### src/rtl/bpfc_pkg.sv
package bpfc_pkg;
   // ----------------------------------------
   // Register offsets
   // ----------------------------------------
   localparam logic [7:0] ADDR_CONFIG = 8'h10;
   localparam logic [7:0] ADDR_DUTY_HIGH = 8'h20;
   localparam logic [7:0] ADDR_DUTY_LOW = 8'h21;
   localparam logic [7:0] ADDR_STATUS = 8'h22;
   // ----------------------------------------
   // Field positions
   // ----------------------------------------
   localparam int CFG_ENABLE_BIT = 0;
   localparam int CFG_REF_FULL_BIT = 7;
   localparam int ST_STANDBY_BIT = 0;
   localparam int ST_OVERVOLT_BIT = 1;
   localparam int ST_THERMAL_BIT = 2;
   localparam int ST_ILIM_BIT = 3;
   localparam int ST_DIODE_OPEN_BIT = 4;
   localparam int DUTY_LOW_BITS = 2;
   // ----------------------------------------
   // Reset values
   // ----------------------------------------
   localparam logic [7:0] CONFIG_RESET = 8'h00;
   localparam logic [7:0] DUTY_HIGH_RESET = 8'h00;
   localparam logic [1:0] DUTY_LOW_RESET = 2'h0;
   localparam logic STANDBY_RESET = 1'b1;
   // ----------------------------------------
   // Timing
   // ----------------------------------------
   localparam int CLOCK_PERIOD_NS = 10;
   localparam int TIMEBASE_PERIOD_NS = 8000;
   localparam int TIMEBASE_CYCLES = TIMEBASE_PERIOD_NS / CLOCK_PERIOD_NS;
   localparam int PWM_BITS = 10;
   localparam int PWM_PERIOD_TICKS = 1024;
   localparam int PWM_PERIOD_US = 8192;
   localparam int SYNC_INPUTS = 6;
   // ----------------------------------------
   // Quick-start states
   // ----------------------------------------
   typedef enum logic [1:0] {QS_OFF, QS_CHARGE, QS_RUN} bpfc_qs_e;
endpackage

### src/rtl/bpfc_top.sv
`timescale 1ns/1ns
module bpfc_top #(
   parameter int TICK_CYCLES = bpfc_pkg::TIMEBASE_CYCLES
) (
   input wire logic clock,
   input wire logic reset,
   input wire logic [7:0] reg_addr,
   input wire logic [7:0] reg_wdata,
   input wire logic reg_write,
   input wire logic reg_read,
   output logic [7:0] reg_rdata,
   output logic reg_rvalid,
   input wire logic overvolt_detect,
   input wire logic thermal_detect,
   input wire logic ilim_detect,
   input wire logic diode_open_detect,
   input wire logic undervoltage_lockout,
   input wire logic comp_above_threshold,
   input wire logic switch_cycle_start,
   output logic converter_enable,
   output logic converter_standby,
   output logic converter_shutdown,
   output logic switch_blank,
   output logic current_sink_ports_off,
   output logic ref_full_select,
   output logic min_duty_hold
);
   // ----------------------------------------
   // Helpers
   // ----------------------------------------
   function automatic logic addr_hit(input logic [7:0] a, input logic [7:0] target);
      addr_hit = (a == target);
   endfunction

   // ----------------------------------------
   // Input synchronisers
   // ----------------------------------------
   logic [bpfc_pkg::SYNC_INPUTS-1:0] raw_in;
   logic [bpfc_pkg::SYNC_INPUTS-1:0] meta_r;
   logic [bpfc_pkg::SYNC_INPUTS-1:0] sync_r;
   logic [bpfc_pkg::SYNC_INPUTS-1:0] prev_r;
   assign raw_in = {switch_cycle_start, comp_above_threshold, undervoltage_lockout,
                    diode_open_detect, ilim_detect, overvolt_detect};
   genvar gi;
   generate
      for (gi = 0; gi < bpfc_pkg::SYNC_INPUTS; gi++) begin : g_sync
         always_ff @(posedge clock) begin
            if (reset) begin
               meta_r[gi] <= 1'b0;
               sync_r[gi] <= 1'b0;
               prev_r[gi] <= 1'b0;
            end else begin
               meta_r[gi] <= raw_in[gi];
               sync_r[gi] <= meta_r[gi];
               prev_r[gi] <= sync_r[gi];
            end
         end
      end
   endgenerate
   logic th_meta_r;
   logic th_sync_r;
   logic th_prev_r;
   always_ff @(posedge clock) begin
      if (reset) begin
         th_meta_r <= 1'b0;
         th_sync_r <= 1'b0;
         th_prev_r <= 1'b0;
      end else begin
         th_meta_r <= thermal_detect;
         th_sync_r <= th_meta_r;
         th_prev_r <= th_sync_r;
      end
   end
   wire ov_s = sync_r[0];
   wire ilim_s = sync_r[1];
   wire diode_s = sync_r[2];
   wire undervoltage_lockout_s = sync_r[3];
   wire comp_s = sync_r[4];
   wire ov_rise = sync_r[0] & ~prev_r[0];
   wire ov_fall = ~sync_r[0] & prev_r[0];
   wire cyc_start = sync_r[5] & ~prev_r[5];
   wire th_s = th_sync_r;
   wire th_rise = th_sync_r & ~th_prev_r;
   wire th_fall = ~th_sync_r & th_prev_r;

   // ----------------------------------------
   // Register decode
   // ----------------------------------------
   wire wr_cfg = reg_write & addr_hit(reg_addr, bpfc_pkg::ADDR_CONFIG);
   wire wr_dhi = reg_write & addr_hit(reg_addr, bpfc_pkg::ADDR_DUTY_HIGH);
   wire wr_dlo = reg_write & addr_hit(reg_addr, bpfc_pkg::ADDR_DUTY_LOW);
   wire wr_st = reg_write & addr_hit(reg_addr, bpfc_pkg::ADDR_STATUS);
   wire rd_st = reg_read & addr_hit(reg_addr, bpfc_pkg::ADDR_STATUS);

   logic cfg_en_r, cfg_en_nxt;
   logic cfg_ref_r;
   logic [7:0] duty_hi_r;
   logic [1:0] duty_lo_r;
   logic standby_r, standby_nxt;
   logic ov_flag_r, ov_flag_nxt;
   logic th_flag_r, th_flag_nxt;
   logic ilim_flag_r, ilim_flag_nxt;
   logic blank_r, blank_nxt;

   // Enable: lockout and the start or end of overheating win over software
   assign cfg_en_nxt = undervoltage_lockout_s ? 1'b0 :
                       th_rise ? 1'b0 :
                       th_fall ? 1'b1 :
                       wr_cfg ? reg_wdata[bpfc_pkg::CFG_ENABLE_BIT] : cfg_en_r;
   assign standby_nxt = (ov_rise | th_rise) ? 1'b1 :
                        (ov_fall | th_fall) ? 1'b0 :
                        wr_st ? reg_wdata[bpfc_pkg::ST_STANDBY_BIT] : standby_r;
   // Faults: set wins over read-clear
   assign ov_flag_nxt = ov_s ? 1'b1 : (ov_fall | rd_st) ? 1'b0 : ov_flag_r;
   assign th_flag_nxt = th_s ? 1'b1 : rd_st ? 1'b0 : th_flag_r;
   wire ilim_event = ilim_s & converter_enable;
   assign ilim_flag_nxt = ilim_event ? 1'b1 : rd_st ? 1'b0 : ilim_flag_r;
   assign blank_nxt = ilim_event ? 1'b1 : cyc_start ? 1'b0 : blank_r;

   always_ff @(posedge clock) begin
      if (reset) begin
         cfg_en_r <= bpfc_pkg::CONFIG_RESET[bpfc_pkg::CFG_ENABLE_BIT];
         cfg_ref_r <= bpfc_pkg::CONFIG_RESET[bpfc_pkg::CFG_REF_FULL_BIT];
         duty_hi_r <= bpfc_pkg::DUTY_HIGH_RESET;
         duty_lo_r <= bpfc_pkg::DUTY_LOW_RESET;
         standby_r <= bpfc_pkg::STANDBY_RESET;
         ov_flag_r <= 1'b0;
         th_flag_r <= 1'b0;
         ilim_flag_r <= 1'b0;
         blank_r <= 1'b0;
      end else begin
         cfg_en_r <= cfg_en_nxt;
         if (wr_cfg) begin
            cfg_ref_r <= reg_wdata[bpfc_pkg::CFG_REF_FULL_BIT];
         end
         if (wr_dhi) begin
            duty_hi_r <= reg_wdata;
         end
         if (wr_dlo) begin
            duty_lo_r <= reg_wdata[bpfc_pkg::DUTY_LOW_BITS-1:0];
         end
         standby_r <= standby_nxt;
         ov_flag_r <= ov_flag_nxt;
         th_flag_r <= th_flag_nxt;
         ilim_flag_r <= ilim_flag_nxt;
         blank_r <= blank_nxt;
      end
   end

   // ----------------------------------------
   // Read port
   // ----------------------------------------
   wire [7:0] cfg_view = {cfg_ref_r, 6'h00, cfg_en_r};
   wire [7:0] status_view = {3'h0, diode_s, ilim_flag_r, th_flag_r, ov_flag_r, standby_r};
   wire [7:0] rd_mux =
      addr_hit(reg_addr, bpfc_pkg::ADDR_CONFIG) ? cfg_view :
      addr_hit(reg_addr, bpfc_pkg::ADDR_DUTY_HIGH) ? duty_hi_r :
      addr_hit(reg_addr, bpfc_pkg::ADDR_DUTY_LOW) ? {6'h00, duty_lo_r} :
      addr_hit(reg_addr, bpfc_pkg::ADDR_STATUS) ? status_view : 8'h00;
   always_ff @(posedge clock) begin
      if (reset) begin
         reg_rdata <= 8'h00;
         reg_rvalid <= 1'b0;
      end else begin
         reg_rvalid <= reg_read;
         if (reg_read) begin
            reg_rdata <= rd_mux;
         end
      end
   end

   // ----------------------------------------
   // Timebase and modulator
   // ----------------------------------------
   logic [15:0] div_r;
   logic [bpfc_pkg::PWM_BITS-1:0] pwm_cnt_r;
   wire tick = (div_r == 16'(TICK_CYCLES - 1));
   always_ff @(posedge clock) begin
      if (reset) begin
         div_r <= 16'h0000;
         pwm_cnt_r <= '0;
      end else begin
         div_r <= tick ? 16'h0000 : div_r + 16'h0001;
         if (tick) begin
            pwm_cnt_r <= pwm_cnt_r + 10'h001;
         end
      end
   end
   wire [bpfc_pkg::PWM_BITS-1:0] duty = {duty_hi_r, duty_lo_r};
   wire duty_zero = (duty == 10'h000);
   wire pwm_on = (pwm_cnt_r < duty);

   // ----------------------------------------
   // Converter control
   // ----------------------------------------
   wire shut = ~cfg_en_r | standby_r | undervoltage_lockout_s;
   assign converter_shutdown = shut;
   assign converter_standby = ~shut & duty_zero;
   assign converter_enable = ~shut & pwm_on & ~blank_r;
   assign switch_blank = blank_r;
   assign current_sink_ports_off = th_s;
   assign ref_full_select = cfg_ref_r;

   // ----------------------------------------
   // Quick start
   // ----------------------------------------
   bpfc_pkg::bpfc_qs_e qs_r, qs_nxt;
   always_comb begin
      qs_nxt = qs_r;
      case (qs_r)
         bpfc_pkg::QS_OFF: begin
            if (!shut) begin
               qs_nxt = bpfc_pkg::QS_CHARGE;
            end
         end
         bpfc_pkg::QS_CHARGE: begin
            if (shut) begin
               qs_nxt = bpfc_pkg::QS_OFF;
            end else if (comp_s) begin
               qs_nxt = bpfc_pkg::QS_RUN;
            end
         end
         bpfc_pkg::QS_RUN: begin
            if (shut) begin
               qs_nxt = bpfc_pkg::QS_OFF;
            end
         end
         default: begin
            qs_nxt = bpfc_pkg::QS_OFF;
         end
      endcase
   end
   always_ff @(posedge clock) begin
      if (reset) begin
         qs_r <= bpfc_pkg::QS_OFF;
      end else begin
         qs_r <= qs_nxt;
      end
   end
   assign min_duty_hold = (qs_r == bpfc_pkg::QS_CHARGE);

   // ----------------------------------------
   // Checks
   // ----------------------------------------
   a_shutdown_gates_enable: assert property (
      @(posedge clock) disable iff (reset) (!cfg_en_r || standby_r) |-> !converter_enable)
      else $error("converter enabled while shut down");
   a_zero_duty_off: assert property (
      @(posedge clock) disable iff (reset) duty_zero |-> !converter_enable)
      else $error("converter switching with zero duty");
   a_counter_steps: assert property (
      @(posedge clock) disable iff (reset) tick |=> pwm_cnt_r == $past(pwm_cnt_r) + 10'h001)
      else $error("modulator counter did not advance on tick");
   a_ov_standby: assert property (
      @(posedge clock) disable iff (reset) ov_rise |=> standby_r && ov_flag_r)
      else $error("overvoltage did not force standby");
   a_ov_release: assert property (
      @(posedge clock) disable iff (reset) (ov_fall && !th_rise) |=> !standby_r && !ov_flag_r)
      else $error("overvoltage end did not resume");
   a_read_clears: assert property (
      @(posedge clock) disable iff (reset) (rd_st && !ilim_event) |=> !ilim_flag_r)
      else $error("status read did not clear current limit");
   a_thermal_entry: assert property (
      @(posedge clock) disable iff (reset) th_rise |=> standby_r && !cfg_en_r && th_flag_r)
      else $error("thermal entry incomplete");
   a_ilim_blank: assert property (
      @(posedge clock) disable iff (reset) ilim_event |=> blank_r && !converter_enable)
      else $error("current limit did not blank switch");
   a_undervoltage_lockout_clears: assert property (
      @(posedge clock) disable iff (reset) undervoltage_lockout_s |=> !cfg_en_r ##0 !converter_enable)
      else $error("lockout did not clear enable");
   a_quick_hold: assert property (
      @(posedge clock) disable iff (reset)
      (qs_r == bpfc_pkg::QS_CHARGE && comp_s && !shut) |=> !min_duty_hold)
      else $error("quick start did not release");
   c_pwm_active: cover property (@(posedge clock) disable iff (reset) $rose(converter_enable));
   c_thermal_cycle: cover property (@(posedge clock) disable iff (reset) th_rise ##[1:50] th_fall);
   c_ilim_hit: cover property (@(posedge clock) disable iff (reset) ilim_event ##[1:50] cyc_start);
   c_quick_done: cover property (@(posedge clock) disable iff (reset)
      qs_r == bpfc_pkg::QS_CHARGE ##1 qs_r == bpfc_pkg::QS_RUN);
endmodule // bpfc_top

### config.mk
export PLATFORM = sky130hd
export DESIGN_NAME = bpfc_top
export DESIGN_NICKNAME = d
export VERILOG_FILES = /design/src/rtl/bpfc_pkg.sv /design/src/rtl/bpfc_top.sv
export SDC_FILE = /design/constraint.sdc
export NUM_CORES = 1
export LEC_CHECK = 0
export BUFFER_PORTS_ARGS = -buffer_cell sky130_fd_sc_hd__buf_2
export CAP_MARGIN = 20
export CORE_UTILIZATION = 61
export DETAILED_ROUTE_END_ITERATION = 16
export GPL_ROUTABILITY_DRIVEN = 0
export PLACE_DENSITY = 0.84
export SYNTH_ARGS = -nofsm -noshare
export SYNTH_HDL_FRONTEND = slang
export SYNTH_SLANG_ARGS = --single-unit
### constraint.sdc
create_clock -name clock -period 2.9 [get_ports clock]
set_input_delay 0.29 -clock clock [delete_from_list [all_inputs] [get_ports clock]]
set_output_delay 0.29 -clock clock [all_outputs]
set_load 0.03 [all_outputs]
# After elaboration in Yosys (flattened, before gate mapping)

Index checks and enable logic that the tools add are counted.

Bits in registers: 71
Input port bits: 27
Output and inout port bits: 16

Muxes and demuxes: 20
Bitwise gates (word level): 27
Reduce and logical (&&, ||, !) cells: 12
Equality and inequality tests: 10
$add $sub $neg: 2
$lt $le $gt $ge: 1

Operators with widths:

| kind                                                   | number |
|---|---|
| equality test 8 x 6 -> 1 bit (second input constant)   | 3 |
| adder 16 x 1 -> 16 bit (second input constant)         | 1 |
| equality test 16 x 10 -> 1 bit (second input constant) | 1 |
| 2-to-1 mux 8 bit                                       | 2 |
| bitwise AND 1 bit                                      | 14 |
| nonzero test 2 bit                                     | 6 |
| 2-to-1 mux 1 bit                                       | 11 |
| adder 10 x 1 -> 10 bit (second input constant)         | 1 |
| logical NOT 10 bit                                     | 1 |
| less-than comparator 10 bit                            | 1 |
| 2-to-1 mux 5 bit                                       | 2 |
| equality test 8 x 5 -> 1 bit (second input constant)   | 1 |
| 2-to-1 mux 2 bit                                       | 4 |
| NOT 1 bit                                              | 8 |
| one-hot mux 2 bit (3 select lines)                     | 1 |
| bitwise OR 1 bit                                       | 5 |
| != test 2 bit (second input constant)                  | 2 |
| OR reduction 2 bit                                     | 2 |
| != test 3 x 1 -> 1 bit (second input constant)         | 1 |
| AND reduction 3 bit                                    | 1 |
| OR reduction 3 bit                                     | 1 |
| equality test 2 x 1 -> 1 bit (second input constant)   | 1 |
| equality test 2 bit (second input constant)            | 1 |
| logical NOT 2 bit                                      | 1 |

# Depth between registers and ports, before layout

Gate-level depths: netlist of run 1.

Depth after elaboration: 8
Mapped depth: 7
Gate-level depth less buffers: 6

# Least setup slack after synthesis of run 1

OpenSTA, ideal clock, no wires.

Path type: register to output
Start: reg cfg_en_r
End: out converter_standby
Stages on the path, launching flop included: 4
Required time: 2.610 ns
Arrival time: 1.764 ns
Path slack: 0.846 ns
Cells stage by stage: dfxtp_1 or3b_2 clkbuf_1 nor3_1

Cells in the longest elaborated chain, start to end: 5

RTL lines:

| item                          | line            | text |
|---|---|---|
| start: declaration            | bpfc_top.sv:95  | `logic cfg_en_r, cfg_en_nxt;` |
| start signal: assignment      | bpfc_top.sv:122 | `cfg_en_r <= bpfc_pkg::CONFIG_RESET[bpfc_pkg::CFG_ENABLE_BIT];` |
| start signal: assignment      | bpfc_top.sv:132 | `cfg_en_r <= cfg_en_nxt;` |
| NOT 1 bit                     | bpfc_top.sv:196 | `wire shut = ~cfg_en_r \| standby_r \| undervoltage_lockout_s;` |
| bitwise OR 1 bit (2 in a row) | bpfc_top.sv:196 |  |
| net converter_shutdown        | bpfc_top.sv:22  | `output logic converter_shutdown,` |
| NOT 1 bit                     | bpfc_top.sv:198 | `assign converter_standby = ~shut & duty_zero;` |
| bitwise AND 1 bit             | bpfc_top.sv:198 |  |
| end: declaration              | bpfc_top.sv:21  | `output logic converter_standby,` |

The timed path passes the listed nets, and every way through them passes these cells.

# Worst setup path in the final report of run 1

Start: reg duty_hi_r[7]
End: out converter_enable

Cells in the longest elaborated chain, start to end: 3

RTL lines:

| item                           | line            | text |
|---|---|---|
| start: declaration             | bpfc_top.sv:97  | `logic [7:0] duty_hi_r;` |
| start signal: assignment       | bpfc_top.sv:124 | `duty_hi_r <= bpfc_pkg::DUTY_HIGH_RESET;` |
| start signal: assignment       | bpfc_top.sv:137 | `duty_hi_r <= reg_wdata;` |
| less-than comparator 10 bit    | bpfc_top.sv:191 | `wire pwm_on = (pwm_cnt_r < duty);` |
| bitwise AND 1 bit (2 in a row) | bpfc_top.sv:199 | `assign converter_enable = ~shut & pwm_on & ~blank_r;` |
| end: declaration               | bpfc_top.sv:20  | `output logic converter_enable,` |

No other way between the ends.

==> impl_metrics.tcl, run 1 <==
set metrics [dict create \
    outcome "finished, final reports clean" \
    reg2regPathDepth 5 \
    synthArstFlopShare_pct 0 \
    grtUsageTotal_pct 26.30 \
    period_minus_slack_ps 2542 \
    min_path_cells 2 \
    start_util_pct 64.29 \
    dr.pass1.iters 5 \
    die_area_um2 5332 \
    slew_headroom_pct 55.28 \
    startpoint_type "flip-flop" \
    vias_per_cell 5.687 \
    critPathCaptureType "output port" \
    fp.dieW_um 73.02 \
    area_delta_synth_final_pct 15.98 \
    cts_inserted_buffers 9 \
    drv_slew 0 \
    insertion_delay_ps 350 \
    post-route-period-util_pct 87.66 \
    setup_violations 0 \
    worstPathRequired_ps 2610 \
    n_fill_cell 366 \
    grt_max_degree 57 \
    maxCapViolCount 0 \
    cp_top_family "compound AO/OA/AOI/OAI gates" \
    synth_cell_types 51 \
    yosysSeqAreaShare_pct 46.20 \
    syn_area_um2 3077 \
    finalNetCount 413 \
    timing.fmax_mhz 393.4 \
    tritoncts "yes" \
    power_density_nw_per_um2 551.9 \
    antenna_found_initial 0 \
    wire_per_inst_um 14.08 \
    use_met1_pct 31.97 \
    final_hold_viol_count 0 \
    dpl.hpwl_um 4394 \
    core_area_um2 4786 \
    tightest_slew_ps 665.3 \
    fin_ws_ps 357.9 \
    reg2reg_from "div_r[0]$_SDFF_PP0_" \
    die_h_um 73.02 \
    hold_ws_ps 147.7 \
    holdCritStartpoint "undervoltage_lockout" \
    min_path_type "input pin to flip-flop" \
    crit_type "flip-flop to output port" \
    met3_usage_pct 6.492 \
    reg2reg_slack_ps 790 \
    arrival_ps 2250 \
    top_usage_layer "met2" \
    post_synth.cell_area_avg_um2 9.295 \
    clkTransAtPathRegs_ps 80 \
    dp_slack_ps 756.9 \
    cts_setup_buffers 0 \
    final_layout_size_suffix_gt1_share_pct 18.68 \
    drcViolationCount 0 \
    crit_top_cell "inv_1" \
    r2r-end "div_r[11]$_SDFF_PP0_" \
    syn-num-nets 369 \
    wl_um 6295 \
    fin_cells 447 \
    leakage_nw 1.444 \
    cts_max_path_buffers 2 \
    clock-sinks 71 \
    post_cts_resized 0 \
    num_antenna_cells 0 \
    power_mw 1.969 \
    cts-root-buf "clkbuf_8" \
    grt_pass1_wl_um 10580 \
    ys.flop_type "dfxtp_1" \
    synth_edf_count 0 \
    skew_ps 5.890 \
    slowest_stage "dfxtp_1" \
    met2_usage_pct 43.00 \
    crit_fanout 4 \
    ios 43 \
    synth-seq-cells 71 \
    first_global_vias 2306 \
    setup-tns-final_ps 0 \
    grt_overflow 0 \
    ys_warn_count 0 \
    crit_buf_inv 3 \
    synthCells 331 \
    vias 2542 \
    rows 25 \
    postRouteAntennaNets 0 \
    ir_drop_mv 0.5806 \
    hold_buffers 0 \
    drt-initial-drc-count 197 \
    portBuffers 42 \
    path_cells "inv_1 -> ha_1 -> a211o_1 -> a311oi_1 -> o221ai_1 -> inv_1 -> buf_2" \
    slowest_delay_ps 380 \
    min_to "meta_r[3]$_SDFF_PP0_" \
    htreeDepth 3 \
    rsz0062_at_grt "false" \
    dp.cells 431 \
]
[synthesized netlist by cell type, drive strengths merged, types with 4 or more instances]
cell	number	share of area [%]
o21ai	9	1.5
ha	11	4.5
nor2b	20	4.1
or4	8	2.0
nand3	14	3.0
dfxtp	71	46
nand3b	4	0.98
or3	5	1.2
mux2i	14	4.6
nand2	13	1.6
inv	18	2.2
nand2b	5	1.0
clkbuf	8	0.98
o31ai	8	2.0
a21oi	19	3.1
nor3	6	0.98
nand4	8	1.8
xor2	4	1.1
nor2	37	4.5
nor4	6	1.4
xnor2	8	2.3
[worst max-delay path by stage]
stage | start | to | slack (ps) | cells past startpoint
6_report | duty_hi_r[7]$_SDFFE_PP0P_ | converter_enable | 360 | 7
5_1_grt | duty_hi_r[7]$_SDFFE_PP0P_ | converter_enable | 200 | 7
4_1_cts | duty_hi_r[7]$_SDFFE_PP0P_ | converter_enable | 360 | 7
3_5_place_dp | duty_hi_r[7]$_SDFFE_PP0P_ | converter_enable | 760 | 7
3_3_place_gp | duty_hi_r[7]$_SDFFE_PP0P_ | converter_enable | 840 | 7
2_1_floorplan | cfg_en_r$_SDFFE_PP0P_ | converter_standby | 850 | 3
[layer usage]
metal / share of wire, % / up-vias
met5: 0 / -
met4: 1.6 / 0
met3: 4.4 / 10
met2: 49 / 69
met1: 45 / 1184
li1: - / 1279
[final cells by class]
class | count | area (um^2) | area share (%)
sequential | 71 | 1421 | 39.83
multi-input combinational | 231 | 1544 | 43.27
tap | 67 | 83.83 | 2.349
clock inverter | 6 | 92.59 | 2.595
timing repair buffer | 43 | 217.7 | 6.101
inverter | 19 | 71.32 | 1.999
clock buffer | 10 | 137.6 | 3.857
[worst register-to-register path: cells and delay by family (launching register included)]
family        cells  cell delay (ps)
fa+ha+maj         1              240
flops             1              370
simple gates      4             1370
[kinds of logic after synthesis]
logic type	synth area share, %
xor+xnor	3.416
compound gates	11.55
fa+ha+maj	4.473
simple gates	26.19
buf+inv	3.619
flops	46.20
mux	4.555
[layout by cell type, fill, tap and decap left out, drive strengths merged, types with 4 or more instances in the layout]
cell type / instances
dfxtp: 71
buf: 43
nor2: 37
nor2b: 20
a21oi: 19
inv: 19
mux2i: 14
nand3: 14
nand2: 13
ha: 11
clkbuf: 10
o21ai: 9
xnor2: 8
o31ai: 8
or4: 8
nand4: 8
nor3: 6
nor4: 6
nand2b: 5
or3: 5
nand3b: 4
xor2: 4
[stage by stage]
stage	instance area (um^2)	util, %
after floorplan	3077	-
after global placement	3338	69.75
after detailed placement	3338	69.75
after CTS	3568	74.56
after global routing	3568	74.56
final	3568	74.56
[sequential cells by signal, summed over array words and instances, names as in the netlist, 2 cells and up]
name       flops
div_r         16
pwm_cnt_r     10
duty_hi_r      8
reg_rdata      8
meta_r         6
duty_lo_r      2
prev_r         2
qs_r           2
[power by group]
group	switching [mW]	internal, mW	total (mW)
Combinational	0.0475	0.0324	0.0799
Clock	0.377	0.512	0.889
Sequential	0.00913	0.991	1.00
Total	0.434	1.54	1.97
No activity file was read; power rests on OpenSTA's default activity.
==> run 2: changes to the inputs <==
- CORE_MARGIN: not set -> 1
- clock period: 2.9 -> 3.2 ns (I/O delays scaled with it)
==> run 2 against run 1 <==
  * First-iteration DRC count fell by 20%
  * Clock skew rose by 1.2 ps
  * Register-to-register slack improved by 240 ps
  * Non-clock buffer count did not move
  * Power fell by 9.6%
  * Via count fell by 0.79%
  * Core utilization fell by 0.10 points
  * Setup slack improved by 290 ps
  * Global-route usage fell by 0.40 points
  * Sequential power fell by 9%
  * Clock power fell by 9.8%
==> impl_metrics.tcl, run 2 (synthesis results as in run 1) <==
set metrics [dict create \
    crit_start "duty_hi_r[7]$_SDFFE_PP0P_" \
    fin_area_um2 3563 \
    reg_top3 "div_r: 16 flops, pwm_cnt_r: 10 flops" \
    regMostFlops "div_r" \
    num_antenna_cells 0 \
    leakage_nw 1.442 \
    finalNetCount 413 \
    worstPathRequired_ps 2880 \
    period_minus_slack_ps 2556 \
    dr.pass1.iters 4 \
    tightest_slew_ps 662.6 \
    cts_max_path_buffers 2 \
    outcome "finished, final reports clean" \
    grt_pass1_wl_um 10570 \
    portBuffers 42 \
    grt_max_degree 40 \
    drcViolationCount 0 \
    hold_ws_ps 170.4 \
    htreeDepth 3 \
    clkTransAtPathRegs_ps 80 \
    dpl_cell_area_um2 3338 \
    final_common_cell "dfxtp_1" \
    grtUsageTotal_pct 25.90 \
    slew_headroom_pct 55.83 \
    final_hold_viol_count 0 \
    die_area_um2 5332 \
    ios 43 \
    dpl.hpwl_um 4478 \
    drt-initial-drc-count 158 \
    drv_slew 0 \
    ir_drop_mv 0.4582 \
    largest_reg_flops 16 \
    crit_fanout 4 \
    cts_inserted_buffers 9 \
    timing.fmax_mhz 391.2 \
    final_layout_size_suffix_gt1_share_pct 18.68 \
    tritoncts "yes" \
    clock-sinks 71 \
    first_global_vias 2338 \
    power_density_nw_per_um2 499.6 \
    min_path_type "input pin to flip-flop" \
    skew_ps 7.054 \
    core_area_um2 4786 \
    antenna_found_initial 0 \
    die_h_um 73.02 \
    post-route-period-util_pct 79.89 \
    cts-root-buf "clkbuf_8" \
    rsz0062_at_grt "false" \
    rows 25 \
    reg2reg_from "div_r[0]$_SDFF_PP0_" \
    wl_um 6253 \
    crit_type "flip-flop to output port" \
    insertion_delay_ps 350 \
    setup-tns-final_ps 0 \
    vias 2522 \
    holdCritStartpoint "diode_open_detect" \
    maxCapViolCount 0 \
    start_util_pct 64.29 \
    post_cts_resized 0 \
    setup_violations 0 \
    fp.dieW_um 73.02 \
    vias_per_cell 5.642 \
    cts_setup_buffers 0 \
    hold_buffers 0 \
    arrival_ps 2240 \
    grt_overflow 0 \
    area_delta_synth_final_pct 15.82 \
    layout_common_cells "dfxtp_1, buf_2, nor2_1" \
    startpoint_type "flip-flop" \
    wire_per_inst_um 13.99 \
    postRouteAntennaNets 0 \
    critPathCaptureType "output port" \
]
run 2: critical path, cell delays in order, from the launching register on:
cell,delay (ps)
dfxtp_1,370
inv_1,60
ha_1,330
a211o_1,300
a311oi_1,270
o221ai_1,250
inv_1,110
buf_2,200
run 2: metrics by stage:
| step | setup WS [ps] | total power, mW | util, % | cells |
|---|---|---|---|---|
| 2_1_floorplan | 1116 | 0.9653 | - | 331 |
| 3_3_place_gp | 1105 | 0.9967 | 69.75 | 431 |
| 3_5_place_dp | 1048 | 0.9985 | 69.75 | 431 |
| 4_1_cts | 643.4 | 1.795 | 74.46 | 447 |
| 5_1_grt | 495.1 | 1.841 | 74.46 | 447 |
| 6_report | 643.6 | 1.780 | 74.46 | 447 |
run 2: layer usage:
metal / GRT usage [%] / up-vias / wire length, um
met3: 6.768 / 9 / 278
met2: 43.21 / 50 / 3006
li1: - / 1280 / -
met5: 0 / - / 0
met4: 10.24 / 0 / 106
met1: 31.84 / 1183 / 2862
run 2: worst paths after layout:
check | end | slack, ps | cells past startpoint
setup / recovery | converter_enable | 640 | 7
setup reg to reg | pwm_cnt_r[8]$_SDFFE_PP0P_ | 1030 | 5
hold reg to reg | prev_r[5]$_SDFF_PP0_ | 430 | 2
hold / removal | meta_r[2]$_SDFF_PP0_ | 170 | 2
run 2: layout make-up:
cell class / count / area, um^2
Clock buffer: 9 / 123.9
Clock inverter: 7 / 101.3
Fill cell: 351 / 1222
Inverter: 19 / 71.32
Multi-Input combinational cell: 231 / 1544
Sequential cell: 71 / 1421
Tap cell: 67 / 83.83
Timing Repair Buffer: 43 / 217.7
run 2: where the power goes:
part | leakage (nW) | switching, mW | internal (mW) | total, mW
combinational | 0.758 | 0.0422 | 0.0293 | 0.0715
clock | 0.107 | 0.356 | 0.446 | 0.802
sequential | 0.576 | 0.00855 | 0.898 | 0.907
==> run 3: changes to the inputs <==
- CORE_UTILIZATION: 61 -> 56
- PLACE_DENSITY: 0.84 -> 0.78
- clock period: 3.2 -> 2.56 ns (I/O delays scaled with it)
==> run 3 against run 2 <==
  * Setup slack got worse by 490 ps
  * Non-clock buffer count increased by 2
  * Power is 17% higher
  * Clock skew decreased by 0.65 ps
  * First-iteration DRC count down 2.5%
  * Critical path depth did not move
  * Sequential share of layout area hardly changed
  * Hold slack got worse by 64 ps
  * Die area is 8.7% higher
  * Routed wire length down 4.6%
  * Critical endpoint unchanged
  * Largest power group unchanged
==> impl_metrics.tcl, run 3 (synthesis results as in run 1) <==
set metrics [dict create \
    seqPwrFrac_pct 54.4 \
    cp.depth 7 \
    wl_um 5964 \
    grt_max_degree 57 \
    p_comb_share_pct 4.3 \
    htreeDepth 3 \
    min_path_cells 2 \
    regMostFlops "div_r" \
    leakage_nw 1.447 \
    dr.pass1.iters 5 \
    hold_ws_ps 106.4 \
    layout_common_cells "dfxtp_1, buf_2, nor2_1" \
    largest_reg_flops 16 \
    cp_top_family "simple AND/OR/NAND/NOR gates" \
    post-route-period-util_pct 94.02 \
    ios 43 \
    crit_buf_inv 3 \
    core_area_um2 5205 \
    first_global_vias 2254 \
    maxCapViolCount 0 \
    grtUsageTotal_pct 21.62 \
    netSwitchingPower_mw 0.5383 \
    vias 2506 \
    cts_inserted_buffers 9 \
    final_common_cell "dfxtp_1" \
    slowest_delay_ps 400 \
    cts_max_path_buffers 2 \
    hold_buffers 0 \
    drt-initial-drc-count 154 \
    reg2regPathDepth 5 \
    num_antenna_cells 0 \
    p_clk_share_pct 41.3 \
    post_cts_resized 0 \
    vias_per_cell 5.544 \
    insertion_delay_ps 350 \
    arrival_ps 2150 \
    final_hold_viol_count 0 \
    clock-sinks 71 \
    worstPathRequired_ps 2300 \
    grt_pass1_wl_um 9956 \
    multi_input_area_um2 1556 \
    n_fill_cell 415 \
    antenna_found_initial 0 \
    power_density_nw_per_um2 584.4 \
    seqCellArea_um2 1421 \
    final_layout_size_suffix_gt1_share_pct 19.63 \
    ir_drop_mv 0.4974 \
    setup-tns-final_ps 0 \
    postRouteAntennaNets 0 \
    cts_setup_buffers 0 \
    slew_headroom_pct 53.01 \
    cts-root-buf "clkbuf_8" \
    critPathCaptureType "output port" \
    reg_top3 "div_r: 16 flops, pwm_cnt_r: 10 flops" \
    rows 26 \
    finalNetCount 415 \
    area_delta_synth_final_pct 15.78 \
    rsz0062_at_grt "false" \
    dp.cells 436 \
    portBuffers 42 \
    die_h_um 76.12 \
    crit_fanout 4 \
    setup_violations 0 \
    fin_cells 452 \
    drcViolationCount 0 \
    timing.fmax_mhz 415.5 \
    clkTransAtPathRegs_ps 90 \
    grt_overflow 0 \
    min_path_type "input pin to flip-flop" \
    die_area_um2 5794 \
    crit_top_cell "inv_1" \
    outcome "finished, final reports clean" \
    tritoncts "yes" \
    tightest_slew_ps 695.1 \
    dpl.hpwl_um 4235 \
    wire_per_inst_um 13.19 \
    skew_ps 6.406 \
    path_cells "inv_1 -> ha_1 -> nand4_1 -> or3_1 -> o221ai_2 -> inv_1 -> buf_2" \
    slowest_stage "or3_1" \
    startpoint_type "flip-flop" \
    period_minus_slack_ps 2407 \
    crit_type "flip-flop to output port" \
    sw_frac_of_total_pct 25.86 \
    p_int_mw 1.543 \
    fp.dieW_um 76.12 \
    drv_slew 0 \
    start_util_pct 59.11 \
]
==> run 3: final timing paths <==
kind,endpoint,slack (ps),start
worst max register to register,div_r[5]$_SDFF_PP0_,450,div_r[0]$_SDFF_PP0_
worst max-delay path,converter_enable,150,duty_hi_r[7]$_SDFFE_PP0P_
worst min register to register,prev_r[5]$_SDFF_PP0_,440,sync_r[5]$_SDFF_PP0_
worst min-delay path,th_meta_r$_SDFF_PP0_,110,thermal_detect
==> run 3: through the flow <==
| step | utilization, % | worst slack (ps) | cell area (um^2) | total power, mW |
|---|---|---|---|---|
| after floorplan | - | 540.0 | 3077 | 1.207 |
| after global placement | 64.50 | 538.1 | 3357 | 1.246 |
| after detailed placement | 64.50 | 453.2 | 3357 | 1.248 |
| after CTS | 68.20 | 100.6 | 3550 | 2.107 |
| after global routing | 68.44 | 4.944 | 3562 | 2.178 |
| final | 68.44 | 153.2 | 3562 | 2.082 |
==> run 3: area by class of cell <==
class / count / share of cell area, %
Clock buffer: 9 / 3.477
Clock inverter: 7 / 1.932
Inverter: 19 / 2.002
Multi-Input combinational cell: 231 / 43.69
Sequential cell: 71 / 39.90
Tap cell: 70 / 2.459
Timing Repair Buffer: 45 / 6.533
==> run 3: per-layer routing <==
| layer | part of all wire (%) | up-vias | routed length, um | track usage [%] |
|---|---|---|---|---|
| met5 | 0 | - | 0 | 0 |
| met4 | 0.55 | 0 | 33 | 6.731 |
| met3 | 5.2 | 4 | 312 | 8.623 |
| met2 | 45 | 58 | 2702 | 34.55 |
| met1 | 49 | 1161 | 2916 | 26.72 |
| li1 | - | 1283 | - | - |
==> run 3: power groups by stage <==
stage          combinational (mW)  sequential, mW  clock [mW]
3_3_place_gp               0.0885            1.16           0
3_5_place_dp               0.0898            1.16           0
2_1_floorplan              0.0471            1.16           0
4_1_cts                    0.0902            1.13       0.884
5_1_grt                     0.101            1.14       0.943
6_report                   0.0902            1.13       0.859
